`src/common/srp_pkg.sv`:
```
// constants for the session request controller and its device port
// assumes a 25 MHz clock and the device's 8-bit register port
// Functional notes
// - data-line pulse bit 5, default 0, cleared after
// - flag 0 means failed; restart, disable or handle
// - flag 1: clear enable, then set pull-up
// - wait up to 5 s for host response
// - clear init-condition bit 3, wait >2 ms, read
// - init-condition 0 starts request, 1 aborts it
// - bit 2 discharges VBUS, 30 ms, clear after
// - VBUS pulse bit 1 held 16 to 26 ms
// - finish both pulses before checking session-valid
// - optional discharge after pulses, before flag clear
// - data-line pulse lasts 5 to 10 ms
// - both pulses done within 100 ms
package srp_pkg;
    // device register addresses
    localparam logic [7:0] SRC_ADDR      = 8'h12;
    localparam logic [7:0] MODE_REG_ADDR = 8'h0C;
    // field positions in the session request register, plus the pull-up bit of the mode register
    localparam int EN_BIT  = 0;
    localparam int VPL_BIT = 1;
    localparam int DIS_BIT = 2;
    localparam int IC_BIT  = 3;
    localparam int SV_BIT  = 4;
    localparam int DLP_BIT = 5;
    localparam int PULLUP_BIT = 0;
    // single-bit masks derived from the positions
    localparam logic [7:0] M_EN  = 8'h01 << EN_BIT;
    localparam logic [7:0] M_VPL = 8'h01 << VPL_BIT;
    localparam logic [7:0] M_DIS = 8'h01 << DIS_BIT;
    localparam logic [7:0] M_IC  = 8'h01 << IC_BIT;
    localparam logic [7:0] M_SV  = 8'h01 << SV_BIT;
    localparam logic [7:0] M_DLP = 8'h01 << DLP_BIT;
    localparam logic [7:0] M_PU  = 8'h01 << PULLUP_BIT;
    // timing, in microseconds, with the clock in MHz and the timer width in bits
    localparam int CLK_MHZ      = 25;
    localparam int INIT_WAIT_US = 2000;
    localparam int DISCH_US     = 30000;
    localparam int DLP_US       = 7500;
    localparam int VPL_US       = 21000;
    localparam int SV_WAIT_US   = 5000000;
    localparam int POLL_US      = 1000;
    localparam int TMR_W        = 27;
    // device port strobe and read sync lengths
    localparam int DEV_STB_CYC  = 4;
    localparam int DEV_SYNC_CYC = 2;
    // apb register offsets and reset values
    localparam logic [11:0] CTRL_OFS = 12'h000;
    localparam logic [11:0] STAT_OFS = 12'h004;
    localparam logic [11:0] LAST_OFS = 12'h008;
    localparam logic [31:0] ZERO32   = 32'h0000_0000;
    // sequencer states
    typedef enum logic [4:0] {
        S_IDLE      = 5'b00000,
        S_EN        = 5'b00001,
        S_IC_CLR    = 5'b00010,
        S_IC_WAIT   = 5'b00011,
        S_IC_READ   = 5'b00100,
        S_DIS_ON    = 5'b00101,
        S_DIS_WAIT  = 5'b00110,
        S_DIS_OFF   = 5'b00111,
        S_DLP_ON    = 5'b01000,
        S_DLP_WAIT  = 5'b01001,
        S_DLP_OFF   = 5'b01010,
        S_VPL_WAIT  = 5'b01011,
        S_VPL_OFF   = 5'b01100,
        S_SV_CLR    = 5'b01101,
        S_POLL_WAIT = 5'b01110,
        S_POLL_READ = 5'b01111,
        S_OFF       = 5'b10000,
        S_MODE_RD   = 5'b10001,
        S_MODE_WR   = 5'b10010
    } state_e;
endpackage

```
`src/common/dev_reg_if.sv`:
```
// one register access request between sequencer and device port
// assumes both ends share one clock
`timescale 1ns/1ps
interface dev_reg_if;
    logic       req;   // one-cycle request
    logic       wr;    // 1 write, 0 read
    logic [7:0] addr;  // device register address
    logic [7:0] wdata; // write byte
    logic [7:0] rdata; // read byte, valid with done
    logic       done;  // one-cycle completion
    modport master (output req, wr, addr, wdata, input rdata, done);
    modport access (input req, wr, addr, wdata, output rdata, done);
endinterface

```
`src/verilog/dev_reg_access.sv`:
```
// drives one device register cycle on the device pins
// assumes read data from the device is asynchronous to clock
`timescale 1ns/1ps
module dev_reg_access import srp_pkg::*; (
    input  wire logic       clock,
    input  wire logic       rstn,
    dev_reg_if.access       bus,
    output logic [7:0]      devAddr,
    output logic [7:0]      devWrData,
    input  wire logic [7:0] devRdData,
    output logic            devWrStb,
    output logic            devRdStb
);
    localparam logic [2:0] STB_LAST = 3'(DEV_STB_CYC - 1);
    localparam logic [2:0] ACC_LAST = 3'(DEV_STB_CYC + DEV_SYNC_CYC - 1);
    logic [7:0] rdS1_ff;   // first sync stage
    logic [7:0] rdS2_ff;   // second sync stage
    logic [7:0] addr_ff;   // held address
    logic [7:0] wdata_ff;  // held write byte
    logic [7:0] rdata_ff;  // captured read byte
    logic [2:0] cnt_ff;    // cycle in access
    logic       busy_ff;   // access running
    logic       wr_ff;     // direction
    logic       stb_ff;    // strobe active
    logic       done_ff;   // completion pulse
    wire logic  start   = bus.req & ~busy_ff;
    wire logic  lastCyc = busy_ff & (cnt_ff == ACC_LAST);
    // read data synchroniser
    always_ff @(posedge clock) begin
        rdS1_ff <= devRdData;
        rdS2_ff <= rdS1_ff;
    end
    // access sequencing
    always_ff @(posedge clock) begin
        if (!rstn) begin
            busy_ff  <= 1'b0;
            stb_ff   <= 1'b0;
            done_ff  <= 1'b0;
            wr_ff    <= 1'b0;
            cnt_ff   <= 3'h0;
            addr_ff  <= 8'h00;
            wdata_ff <= 8'h00;
            rdata_ff <= 8'h00;
        end else begin
            done_ff <= lastCyc;
            if (start) begin
                busy_ff  <= 1'b1;
                stb_ff   <= 1'b1;
                cnt_ff   <= 3'h0;
                wr_ff    <= bus.wr;
                addr_ff  <= bus.addr;
                wdata_ff <= bus.wdata;
            end else if (busy_ff) begin
                cnt_ff <= cnt_ff + 3'h1;
                if (cnt_ff == STB_LAST) stb_ff <= 1'b0;
                if (lastCyc) begin
                    busy_ff  <= 1'b0;
                    rdata_ff <= rdS2_ff;
                end
            end
        end
    end
    assign devAddr   = addr_ff;
    assign devWrData = wdata_ff;
    assign devWrStb  = stb_ff & wr_ff;
    assign devRdStb  = stb_ff & ~wr_ff;
    assign bus.rdata = rdata_ff;
    assign bus.done  = done_ff;
endmodule

```
`src/verilog/session_request_ctrl.sv`:
```
// host sequencer that runs a session request on the usb device
// assumes apb from software and the device's 8-bit register port
//
// Our own choice: the APB interface to the registers.
`timescale 1ns/1ps
module session_request_ctrl import srp_pkg::*; #(
    parameter int INIT_CYC  = INIT_WAIT_US * CLK_MHZ + 1,
    parameter int DISCH_CYC = DISCH_US * CLK_MHZ,
    parameter int DLP_CYC   = DLP_US * CLK_MHZ,
    parameter int VPL_CYC   = VPL_US * CLK_MHZ,
    parameter int SV_CYC    = SV_WAIT_US * CLK_MHZ,
    parameter int POLL_CYC  = POLL_US * CLK_MHZ
) (
    input  wire logic        clock,
    input  wire logic        rstn,
    input  wire logic        psel,
    input  wire logic        penable,
    input  wire logic        pwrite,
    input  wire logic [11:0] paddr,
    input  wire logic [31:0] pwdata,
    output logic [31:0]      prdata,
    output logic             pready,
    output logic             pslverr,
    output logic [7:0]       devAddr,
    output logic [7:0]       devWrData,
    input  wire logic [7:0]  devRdData,
    output logic             devWrStb,
    output logic             devRdStb
);
    // sequencer state
    state_e            state_ff;    // current step
    state_e            nxt_state;   // next step
    logic              issued_ff;   // device access pending
    logic [TMR_W-1:0]  tmr_ff;      // step timer
    logic [TMR_W-1:0]  tmo_ff;      // host response timer
    logic              post_ff;     // discharge after pulses
    // software view
    logic              cfgPre_ff;   // discharge before request
    logic              cfgPost_ff;  // discharge after pulses
    logic              doneF_ff;    // sequence finished
    logic              okF_ff;      // session became valid
    logic              icF_ff;      // initial condition failed
    logic              tmoF_ff;     // host gave no response
    logic              abtF_ff;     // aborted by software
    logic [7:0]        last_ff;     // last byte read from device
    logic [31:0]       prdata_ff;   // read data for apb
    logic              pslverr_ff;  // unmapped access

    dev_reg_if devBus ();

    // device pin cycles
    dev_reg_access u_access (
        .clock     (clock),
        .rstn      (rstn),
        .bus       (devBus),
        .devAddr   (devAddr),
        .devWrData (devWrData),
        .devRdData (devRdData),
        .devWrStb  (devWrStb),
        .devRdStb  (devRdStb)
    );

    // apb decode
    wire logic apbSetup = psel & ~penable;
    wire logic apbAcc   = psel & penable;
    wire logic apbWr    = apbAcc & pwrite;
    wire logic hitCtrl  = (paddr == CTRL_OFS);
    wire logic hitStat  = (paddr == STAT_OFS);
    wire logic hitLast  = (paddr == LAST_OFS);
    wire logic hitAny   = hitCtrl | hitStat | hitLast;
    wire logic idle     = (state_ff == S_IDLE);
    wire logic startCmd = apbWr & hitCtrl & pwdata[0] & idle;
    wire logic abortCmd = apbWr & hitCtrl & pwdata[3] & ~idle;

    // device access handshake
    wire logic opDone   = devBus.done;
    wire logic [7:0] rd = devBus.rdata;
    wire logic isRead   = (state_ff == S_IC_READ) | (state_ff == S_POLL_READ)
                        | (state_ff == S_MODE_RD);
    wire logic isWait   = (state_ff == S_IC_WAIT) | (state_ff == S_DIS_WAIT)
                        | (state_ff == S_DLP_WAIT) | (state_ff == S_VPL_WAIT)
                        | (state_ff == S_POLL_WAIT);
    wire logic isOp     = ~idle & ~isWait;
    wire logic inPoll   = (state_ff == S_POLL_WAIT) | (state_ff == S_POLL_READ);

    assign devBus.req  = isOp & ~issued_ff;
    assign devBus.wr   = ~isRead;
    assign devBus.addr = (state_ff == S_MODE_RD || state_ff == S_MODE_WR)
                       ? MODE_REG_ADDR : SRC_ADDR;

    // byte written by each step
    logic [7:0] opData;
    always_comb begin
        case (state_ff)
            S_EN:      opData = M_EN;
            S_IC_CLR:  opData = M_EN | M_IC;
            S_DIS_ON:  opData = M_EN | M_DIS;
            S_DIS_OFF: opData = M_EN;
            S_DLP_ON:  opData = M_EN | M_DLP;
            S_DLP_OFF: opData = M_EN | M_VPL;
            S_VPL_OFF: opData = M_EN;
            S_SV_CLR:  opData = M_EN | M_SV;
            S_MODE_WR: opData = last_ff | M_PU;
            default:   opData = 8'h00;
        endcase
    end
    assign devBus.wdata = opData;

    // step time limit for wait states
    logic [TMR_W-1:0] lim;
    always_comb begin
        case (state_ff)
            S_IC_WAIT:  lim = TMR_W'(INIT_CYC - 1);
            S_DIS_WAIT: lim = TMR_W'(DISCH_CYC - 1);
            S_DLP_WAIT: lim = TMR_W'(DLP_CYC - 1);
            S_VPL_WAIT: lim = TMR_W'(VPL_CYC - 1);
            default:    lim = TMR_W'(POLL_CYC - 1);
        endcase
    end
    wire logic tmrHit  = (tmr_ff == lim);
    wire logic timeout = (tmo_ff >= TMR_W'(SV_CYC - 1));

    // step order
    always_comb begin
        nxt_state = state_ff;
        case (state_ff)
            S_IDLE:
                if (startCmd) nxt_state = S_EN;
            S_EN:
                if (opDone) nxt_state = S_IC_CLR;
            S_IC_CLR:
                if (opDone) nxt_state = S_IC_WAIT;
            S_IC_WAIT:
                if (abortCmd) nxt_state = S_OFF;
                else if (tmrHit) nxt_state = S_IC_READ;
            S_IC_READ:
                if (opDone) begin
                    if (rd[IC_BIT]) nxt_state = S_OFF;
                    else if (cfgPre_ff) nxt_state = S_DIS_ON;
                    else nxt_state = S_DLP_ON;
                end
            S_DIS_ON:
                if (opDone) nxt_state = S_DIS_WAIT;
            S_DIS_WAIT:
                if (abortCmd) nxt_state = S_OFF;
                else if (tmrHit) nxt_state = S_DIS_OFF;
            S_DIS_OFF:
                if (opDone) nxt_state = post_ff ? S_SV_CLR : S_DLP_ON;
            S_DLP_ON:
                if (opDone) nxt_state = S_DLP_WAIT;
            S_DLP_WAIT:
                if (tmrHit) nxt_state = S_DLP_OFF;
            S_DLP_OFF:
                if (opDone) nxt_state = S_VPL_WAIT;
            S_VPL_WAIT:
                if (tmrHit) nxt_state = S_VPL_OFF;
            S_VPL_OFF:
                if (opDone) nxt_state = cfgPost_ff ? S_DIS_ON : S_SV_CLR;
            S_SV_CLR:
                if (opDone) nxt_state = S_POLL_WAIT;
            S_POLL_WAIT:
                if (abortCmd || timeout) nxt_state = S_OFF;
                else if (tmrHit) nxt_state = S_POLL_READ;
            S_POLL_READ:
                if (opDone) begin
                    if (rd[SV_BIT] || timeout) nxt_state = S_OFF;
                    else nxt_state = S_POLL_WAIT;
                end
            S_OFF:
                if (opDone) nxt_state = okF_ff ? S_MODE_RD : S_IDLE;
            S_MODE_RD:
                if (opDone) nxt_state = S_MODE_WR;
            S_MODE_WR:
                if (opDone) nxt_state = S_IDLE;
            default:
                nxt_state = S_IDLE;
        endcase
    end

    // outcome events
    wire logic evIc   = (state_ff == S_IC_READ) & opDone & rd[IC_BIT];
    wire logic evOk   = (state_ff == S_POLL_READ) & opDone & rd[SV_BIT];
    wire logic evTmo  = inPoll & timeout & ~evOk & (nxt_state == S_OFF);
    wire logic evDone = ~idle & (nxt_state == S_IDLE);
    wire logic evAbt  = abortCmd & isWait & (nxt_state == S_OFF);
    wire logic stepChg = (nxt_state != state_ff);

    // sequencer registers
    always_ff @(posedge clock) begin
        if (!rstn) begin
            state_ff  <= S_IDLE;
            issued_ff <= 1'b0;
            tmr_ff    <= '0;
            tmo_ff    <= '0;
            post_ff   <= 1'b0;
        end else begin
            state_ff <= nxt_state;
            // pending flag drops with completion
            if (opDone) issued_ff <= 1'b0;
            else if (devBus.req) issued_ff <= 1'b1;
            // step timer restarts on every change
            tmr_ff <= (stepChg || !isWait) ? '0 : tmr_ff + 1'b1;
            // response timer spans the whole poll phase
            tmo_ff <= inPoll ? tmo_ff + 1'b1 : '0;
            if (startCmd) post_ff <= 1'b0;
            else if (state_ff == S_VPL_OFF && nxt_state == S_DIS_ON) post_ff <= 1'b1;
        end
    end

    // software configuration and result flags
    always_ff @(posedge clock) begin
        if (!rstn) begin
            cfgPre_ff  <= 1'b0;
            cfgPost_ff <= 1'b0;
            doneF_ff   <= 1'b0;
            okF_ff     <= 1'b0;
            icF_ff     <= 1'b0;
            tmoF_ff    <= 1'b0;
            abtF_ff    <= 1'b0;
            last_ff    <= 8'h00;
        end else begin
            if (apbWr && hitCtrl && idle) begin
                cfgPre_ff  <= pwdata[1];
                cfgPost_ff <= pwdata[2];
            end
            // a new request clears old results
            doneF_ff <= startCmd ? 1'b0 : (doneF_ff | evDone);
            okF_ff   <= startCmd ? 1'b0 : (okF_ff | evOk);
            icF_ff   <= startCmd ? 1'b0 : (icF_ff | evIc);
            tmoF_ff  <= startCmd ? 1'b0 : (tmoF_ff | evTmo);
            abtF_ff  <= startCmd ? 1'b0 : (abtF_ff | evAbt);
            if (opDone && isRead) last_ff <= rd;
        end
    end

    // register read mux
    wire logic [31:0] ctrlView = {29'h0, cfgPost_ff, cfgPre_ff, 1'b0};
    // outcome is polled here, no interrupt line exists
    wire logic [31:0] statView = {19'h0, state_ff, 2'h0, abtF_ff, tmoF_ff,
                                  icF_ff, okF_ff, doneF_ff, ~idle};
    wire logic [31:0] lastView = {24'h0, last_ff};
    wire logic [31:0] rdMux    = hitCtrl ? ctrlView
                               : hitStat ? statView
                               : hitLast ? lastView : ZERO32;

    // apb answer, zero wait states
    always_ff @(posedge clock) begin
        if (!rstn) begin
            prdata_ff  <= ZERO32;
            pslverr_ff <= 1'b0;
        end else if (apbSetup) begin
            prdata_ff  <= pwrite ? ZERO32 : rdMux;
            pslverr_ff <= ~hitAny;
        end
    end
    assign prdata  = prdata_ff;
    assign pslverr = pslverr_ff & apbAcc;
    assign pready  = 1'b1;
endmodule

```
`config.mk`:
```
export PLATFORM = sky130hd
export DESIGN_NAME = session_request_ctrl
export DESIGN_NICKNAME = d
export VERILOG_FILES = /design/src/common/srp_pkg.sv /design/src/common/dev_reg_if.sv /design/src/verilog/dev_reg_access.sv /design/src/verilog/session_request_ctrl.sv
export SDC_FILE = /design/constraint.sdc
export NUM_CORES = 1
export LEC_CHECK = 0
export BUFFER_PORTS_ARGS = -buffer_cell sky130_fd_sc_hd__buf_4
export CAP_MARGIN = 40
export CORE_UTILIZATION = 51
export CTS_CLUSTER_DIAMETER = 120
export DETAILED_ROUTE_END_ITERATION = 7
export PLACE_DENSITY_LB_ADDON = 0.25
export SLEW_MARGIN = 20
export SYNTH_ARGS = -nofsm -noshare
export SYNTH_HDL_FRONTEND = slang
export SYNTH_SLANG_ARGS = --single-unit
```
`constraint.sdc`:
```
create_clock -name clock -period 2.4 [get_ports clock]
set_input_delay 0.36 -clock clock [delete_from_list [all_inputs] [get_ports clock]]
set_output_delay 0.36 -clock clock [all_outputs]
set_load 0.005 [all_outputs]
```
## Word level (Yosys, flattened, before mapping)

Index checks and enable logic that the tools add are counted.

| word-level totals | value |
|---|---|
| register bits after elaboration | 156 |
| bits of input ports | 57 |
| output and inout port bits | 52 |
| logic and storage cells | 169 |

| operators by class | value |
|---|---|
| $add $sub $neg | 3 |
| order comparisons | 1 |
| eq/ne operators | 26 |
| multiplexer cells | 42 |
| bitwise operators | 50 |
| reductions and logical operators | 22 |

Operator list:

| cell | number |
|---|---|
| $mux 5 | 26 |
| $pmux 5 s19 | 1 |
| $pmux 20 s4 | 1 |
| $pmux 8 s7 | 1 |
| $add 27x1->27 const B | 2 |
| $eq 5x4->1 const B | 8 |
| $mux 13 | 3 |
| $eq 27x27->1 | 1 |
| $ge 27x27->1 const B | 1 |
| $and 1x1->1 | 25 |
| $eq 5x3->1 const B | 5 |
| $eq 5x5->1 const B | 4 |
| $or 1x1->1 | 14 |
| $eq 12x3->1 const B | 1 |
| $eq 12x4->1 const B | 1 |
| $logic_not 12->1 | 1 |
| $not 1->1 | 11 |
| $eq 5x2->1 const B | 2 |
| $logic_not 5->1 | 2 |
| $mux 4 | 2 |
| $mux 8 | 1 |
| $reduce_or 2->1 | 4 |
| $mux 1 | 6 |
| $eq 5x1->1 const B | 1 |
| other kinds (12) | 20 |

## Logic depth before layout (Yosys ltp)

| depth | value |
|---|---|
| depth after elaboration | 11 |
| depth in mapped cells | 11 |
| depth with buffers taken out | 8 |

## By module

From an unflattened synthesis, not the netlist that was laid out.

| second synthesis, totals | value |
|---|---|
| cell total of the unflattened synthesis | 833 |
| area total of the unflattened synthesis | 7206.9 µm² |

By module, submodules not included:

| module | times used | cells each | area each (µm²) | seq. area each (µm²) |
|---|---|---|---|---|
| session_request_ctrl | 1 | 674 | 5595.4 | 1801.7 |
| dev_reg_access | 1 | 159 | 1611.5 | 940.9 |

## Worst setup path after synthesis

Ideal clock, no wire load.

| timing | value |
|---|---|
| path type | input -> register |
| start point | in paddr[7] |
| end point | reg tmr_ff[19] |
| library setup time | 0.123 ns |
| arrival time | 2.355 ns |
| data required time | 2.277 ns |
| slack | -0.078 ns |
| stages | 7 |
| path buffers | 0 |
| cell sequence | or4_4 > nor4_4 > nand4_4 > nor2b_4 > a2111o_1 > nand2_4 > mux2_1 |

| on the way | value |
|---|---|
| longest elaborated chain between the ends | 10 |
| elaborated cells between the ends (all ways) | 15 |
| those cells by class | eq/ne (1); mux (5); bitwise (5); reduce/logical (4) |

RTL lines:

| element | line | source |
|---|---|---|
| start, declared | session_request_ctrl.sv:19 | `input wire logic [11:0] paddr,` |
| $logic_not 12->1 * | session_request_ctrl.sv:67 | `wire logic hitCtrl = (paddr == CTRL_OFS);` |
| $and 1x1->1 * | session_request_ctrl.sv:72, session_request_ctrl.sv:73 |  |
| $and 1x1->1 (2 in a row) | session_request_ctrl.sv:73 | `wire logic abortCmd = apbWr & hitCtrl & pwdata[3] & ~idle;` |
| $logic_or 1x1->1 | session_request_ctrl.sv:162 | `if (abortCmd \|\| timeout) nxt_state = S_OFF;` |
| $mux 5 | session_request_ctrl.sv:162 |  |
| $pmux 5 s19 * | session_request_ctrl.sv:126 | `case (state_ff)` |
| $ne 5x5->1 * | session_request_ctrl.sv:186 | `wire logic stepChg = (nxt_state != state_ff);` |
| $logic_or 1x1->1 * | session_request_ctrl.sv:202 | `tmr_ff <= (stepChg \|\| !isWait) ? '0 : tmr_ff + 1'b1;` |
| $reduce_or 2->1 (no line) * | - |  |
| end signal, assigned | session_request_ctrl.sv:202 |  |
| end, declared | session_request_ctrl.sv:34 | `logic [TMR_W-1:0] tmr_ff;` |

Mark *: on every way between the ends. The rest lies on a longest branch, timed or not.
A chain may end at the register's enable or synchronous reset.

## Worst setup path in the final report

| timing | value |
|---|---|
| start point | reg state_ff[3] |
| end point | reg tmr_ff[4] |

| on the way | value |
|---|---|
| longest elaborated chain between the ends | 9 |
| elaborated cells between the ends (all ways) | 56 |
| those cells by class | eq/ne (20); mux (24); bitwise (7); reduce/logical (5) |

RTL lines:

| element | line | source |
|---|---|---|
| start, declared | session_request_ctrl.sv:31 | `state_e state_ff;` |
| start signal, assigned | session_request_ctrl.sv:197 | `state_ff <= nxt_state;` |
| $eq 5x4->1 (tied with other cells) | session_request_ctrl.sv:81, session_request_ctrl.sv:112, session_request_ctrl.sv:126 |  |
| $pmux 20 s4 / $not 1->1 (equally long branches) | session_request_ctrl.sv:112, session_request_ctrl.sv:73 |  |
| $eq 27x27->1 / $and 1x1->1 (equally long branches) | session_request_ctrl.sv:120, session_request_ctrl.sv:73 |  |
| $mux 5 (tied with other cells) | session_request_ctrl.sv:163 | `else if (tmrHit) nxt_state = S_POLL_READ;` |
| $mux 5, on equally long branches | session_request_ctrl.sv:162, session_request_ctrl.sv:134, session_request_ctrl.sv:145 |  |
| $pmux 5 s19 | session_request_ctrl.sv:126 |  |
| $ne 5x5->1 | session_request_ctrl.sv:186 |  |
| $logic_or 1x1->1 * | session_request_ctrl.sv:202 |  |
| $reduce_or 2->1 (no line) * | - |  |

Marked as above.

==> summary.txt <==
Run status
  – Outcome: finished with violations
  – Failing checks: negative setup slack

Finish
  – Nets@finish: roughly 960
  – Register Area: 2640 sq um
  – Final cell count without fillers: between 1000 and 1500
  – Layout area overhead: 28.7%
  – Most common cell after layout, fill and taps aside: buf_4
  – Most frequent cells in the layout: buf_4, dfxtp_1, nor2_1, nand2_1, nand3_1
  – Fill count: roughly 1100
  – Area occupied by multi-input gates: a little under 4000 sq um
  – Share of cells above drive strength 1: around a quarter
  – Diode count: 0

Yosys
  – Async SR Flop Fraction: 0%
  – Yosys reg bits: 131
  – Most used DFF post-synth: dfxtp_1
  – Syn. warnings: 0
  – Share of the synthesized area in the top cell type: about two fifths
  – Largest cells by area after synthesis: dfxtp_1, nor2_1, xor2_1
  – Synthesized area: about 6700 sq um
  – Seq/Total Area, Yosys: roughly two fifths
  – Synth area leader: dfxtp_1
  – EDFF count, synth: 0
  – Library cells used by synthesis: just under 80
  – Synthesized area per cell: between 8 and 9 sq um
  – Syn Inst Count: between 700 and 800

Timing
  – Final setup violation count: 16
  – Worst Skew: approximately 0.017 ns
  – Worst slew pin tran: 0.669 ns
  – Clock period minus worst slack: approximately 2.5 ns
  – Fin Setup TNS: -0.325 ns
  – Final hold vios: 0
  – Slew HR: a little under three fifths
  – RSZ-0062 raised after global routing: yes
  – Final Cycle Share: 102%
  – Slew Limit Fails: 0
  – Worst Setup Slack, final: -0.0569 ns
  – Fmax achieved: about 0.41 GHz
  – Hold_ws: between 0.03 and 0.04 ns

Worst setup path
  – RR Startpoint: state_ff[3]
  – Startpoint types: register
  – Slowest-stage cell, CP: a2111o_1
  – Worst Setup End Kind: register
  – Crit Path Max Fanout: 9
  – Worst endpoint data arrival time: roughly 2.8 ns
  – Reg2Reg Capture Point: tmr_ff[4]
  – FF-to-FF path depth: 8
  – Crit path required time: around 2.7 ns
  – Worst Setup SP: state_ff[3]
  – Crit path capture: tmr_ff[4]
  – Sequence of cells on the critical path: or3_4, or2_4, a211oi_4, nor4b_4, a2111o_1, nand2_4, buf_12, mux2i_2
  – CP Class: register to register
  – R2R Setup Slk: -0.06 ns
  – CP max stage delay: around 0.43 ns

Place
  – Gpl congestion: between 0.9 and 1
  – Placed cells: around 1000
  – Port Buffers: 56
  – Post-DP HPWL: 12400 microns

Power and ir drop
  – Cell Int Power: around 3.9 mW
  – Pwr dens: between 500 and 600 nW/um^2
  – Sw Ratio: approximately a quarter
  – Reg power frac: 43.0%
  – Logic pwr share: ~7.2%
  – Leakage: between 3 and 4 nW
  – P_sw: 1.32 mW
  – Peak supply drop: roughly 0.76 mV
  – Share of total power in the clock network: 49.8%

Global routing
  – Vias in the first global route: ~5800
  – Gr usage total: a little over a quarter
  – Largest net degree at the start of global routing: 30
  – Initial antenna violation count: 0
  – Grt total ovfl: 0
  – First-pass GRT wire length: about 28000 microns

CTS
  – Clock root buffer: clkbuf_16
  – CTS sink cnt: about 130
  – Clk_lat worst skew: 0.42 ns
  – Num CTS Buffers: 17
  – H-tree Lvls: 4
  – Bufs on Longest Clock Path: 2
  – Clk slew on worst S/H paths: ~0.070 ns
  – CTS tree: built

Die
  – Io pins: between 100 and 150
  – Die height: approximately 120 microns
  – Starting Density: 52.9%
  – # rows: 41
  – Core footprint: approximately 13000 sq um
  – Die width: ~120 microns
  – DIE AREA: ~14000 sq um

Routing
  – WL per Instance: 16.0 microns
  – Antenna viol nets, final: 0
  – Via density: 5.68
  – Detailed-route DRC error count: 0
  – Post-Route WL: about 17000 microns
  – Total number of vias: a little over 6000
  – DRT iter0 DRCs: approximately 530
  – DRT Pass-1 Iters: 7

Worst hold path
  – Min-Delay Path Class: input port to register

Job
  – Max-Cap Viols: 0
-- kinds of logic after synthesis --
kind of cell    count (synthesis)  share of synthesized area (%)
flops                         131                           39.0
other cells                     2                          0.112
simple gates                  352                           29.4
xor+xnor                       49                           6.38
mux                            24                           3.59
compound gates                133                           14.2
buf+inv                        80                           6.45
fa+ha+maj                       5                          0.930
-- routing by layer --
| layer | vias to the layer above | wire (microns) | global-route usage, % |
|---|---|---|---|
| met5 | - | 0 | 0 |
| met4 | 0 | 574 | 13.6 |
| li1 | 2981 | - | - |
| met1 | 2912 | 7280 | 30.6 |
| met2 | 203 | 8610 | 46.0 |
| met3 | 45 | 784 | 6.39 |
-- cell type report --
type | count | share of cell area (%)
inverter | 10 | 0.434
tap | 172 | 2.49
sequential | 131 | 30.5
multi-input combinational | 587 | 45.6
clock buffer | 17 | 4.91
timing repair buffer | 149 | 14.3
clock inverter | 15 | 1.88
-- flip-flops by register name (all words and copies together), names as in the netlist, 2 cells and up --
signal and count:
tmr_ff 27, u_access.devAddr 2, state_ff 5, u_access.cnt_ff 3, prdata 13, u_access.bus.rdata 8, u_access.devWrData 8, u_access.rdS1_ff 8
u_access.rdS2_ff 8, tmo_ff 27, last_ff 8
-- power by group through the flow --
| stage | clock, mW | sequential [mW] | combinational (mW) |
|---|---|---|---|
| after detailed placement | 0 | 2.28 | 0.324 |
| after global routing | 2.74 | 2.24 | 0.408 |
| final | 2.59 | 2.23 | 0.373 |
| after CTS | 2.65 | 2.24 | 0.329 |
| after global placement | 0 | 2.28 | 0.316 |
| after floorplan | 0 | 2.27 | 0.239 |
-- worst max-delay path: cells and delay by family (launching register included) --
family | cells | cell delay [ns]
flip-flops | 1 | 0.38
AO/OA/AOI/OAI | 2 | 0.69
multiplexers | 1 | 0.21
buffers and inverters | 1 | 0.15
AND/OR/NAND/NOR | 4 | 0.94
-- how the worst min path moves through the flow --
| stage | startpoint | endpoint | slack (ns) | depth (start not counted) |
|---|---|---|---|---|
| 2_1_floorplan | u_access.rdS1_ff[0] | u_access.rdS2_ff[0] | 0.31 | 0 |
| 3_5_place_dp | u_access.rdS1_ff[1] | u_access.rdS2_ff[1] | 0.31 | 0 |
| 5_1_grt | devRdData[6] | u_access.rdS1_ff[6] | 0.01 | 1 |
| 6_report | devRdData[2] | u_access.rdS1_ff[2] | 0.04 | 1 |
| 3_3_place_gp | u_access.rdS1_ff[0] | u_access.rdS2_ff[0] | 0.31 | 0 |
| 4_1_cts | devRdData[2] | u_access.rdS1_ff[2] | 0.02 | 1 |
-- metrics by stage --
stage	instance area (sq um)	utilization [%]	setup slack, ns	power [mW]
after global placement	7800	61.3	-0.175	2.60
final	8660	68.0	-0.0569	5.19
after floorplan	6810	-	-0.0783	2.51
after global routing	8660	68.0	-0.113	5.39
after CTS	8520	67.0	-0.0379	5.21
after detailed placement	7800	61.3	-0.251	2.61
-- Yosys cell counts, types with 13 or more instances --
library cell / count
a21oi_1: 19
and3_1: 15
buf_4: 26
clkbuf_1: 28
dfxtp_1: 131
mux2i_1: 23
nand2_1: 53
nand2b_1: 16
nand3_1: 42
nand3b_1: 14
nand4_1: 16
nor2_1: 79
nor2b_1: 36
nor3_1: 13
o21ai_0: 22
xnor2_1: 18
xor2_1: 31
-- timing repair --
action | CTS | global route
gates resized for setup | 22 | 14
pin swaps | 2 | 8
hold buffers | 0 | 0
setup endpoints to repair | 27 | 28
setup buffers | 0 | 5
cloned | 0 | 1
endpoints found under the hold margin | 0 | 0
No activity file was read; power rests on OpenSTA's default activity.
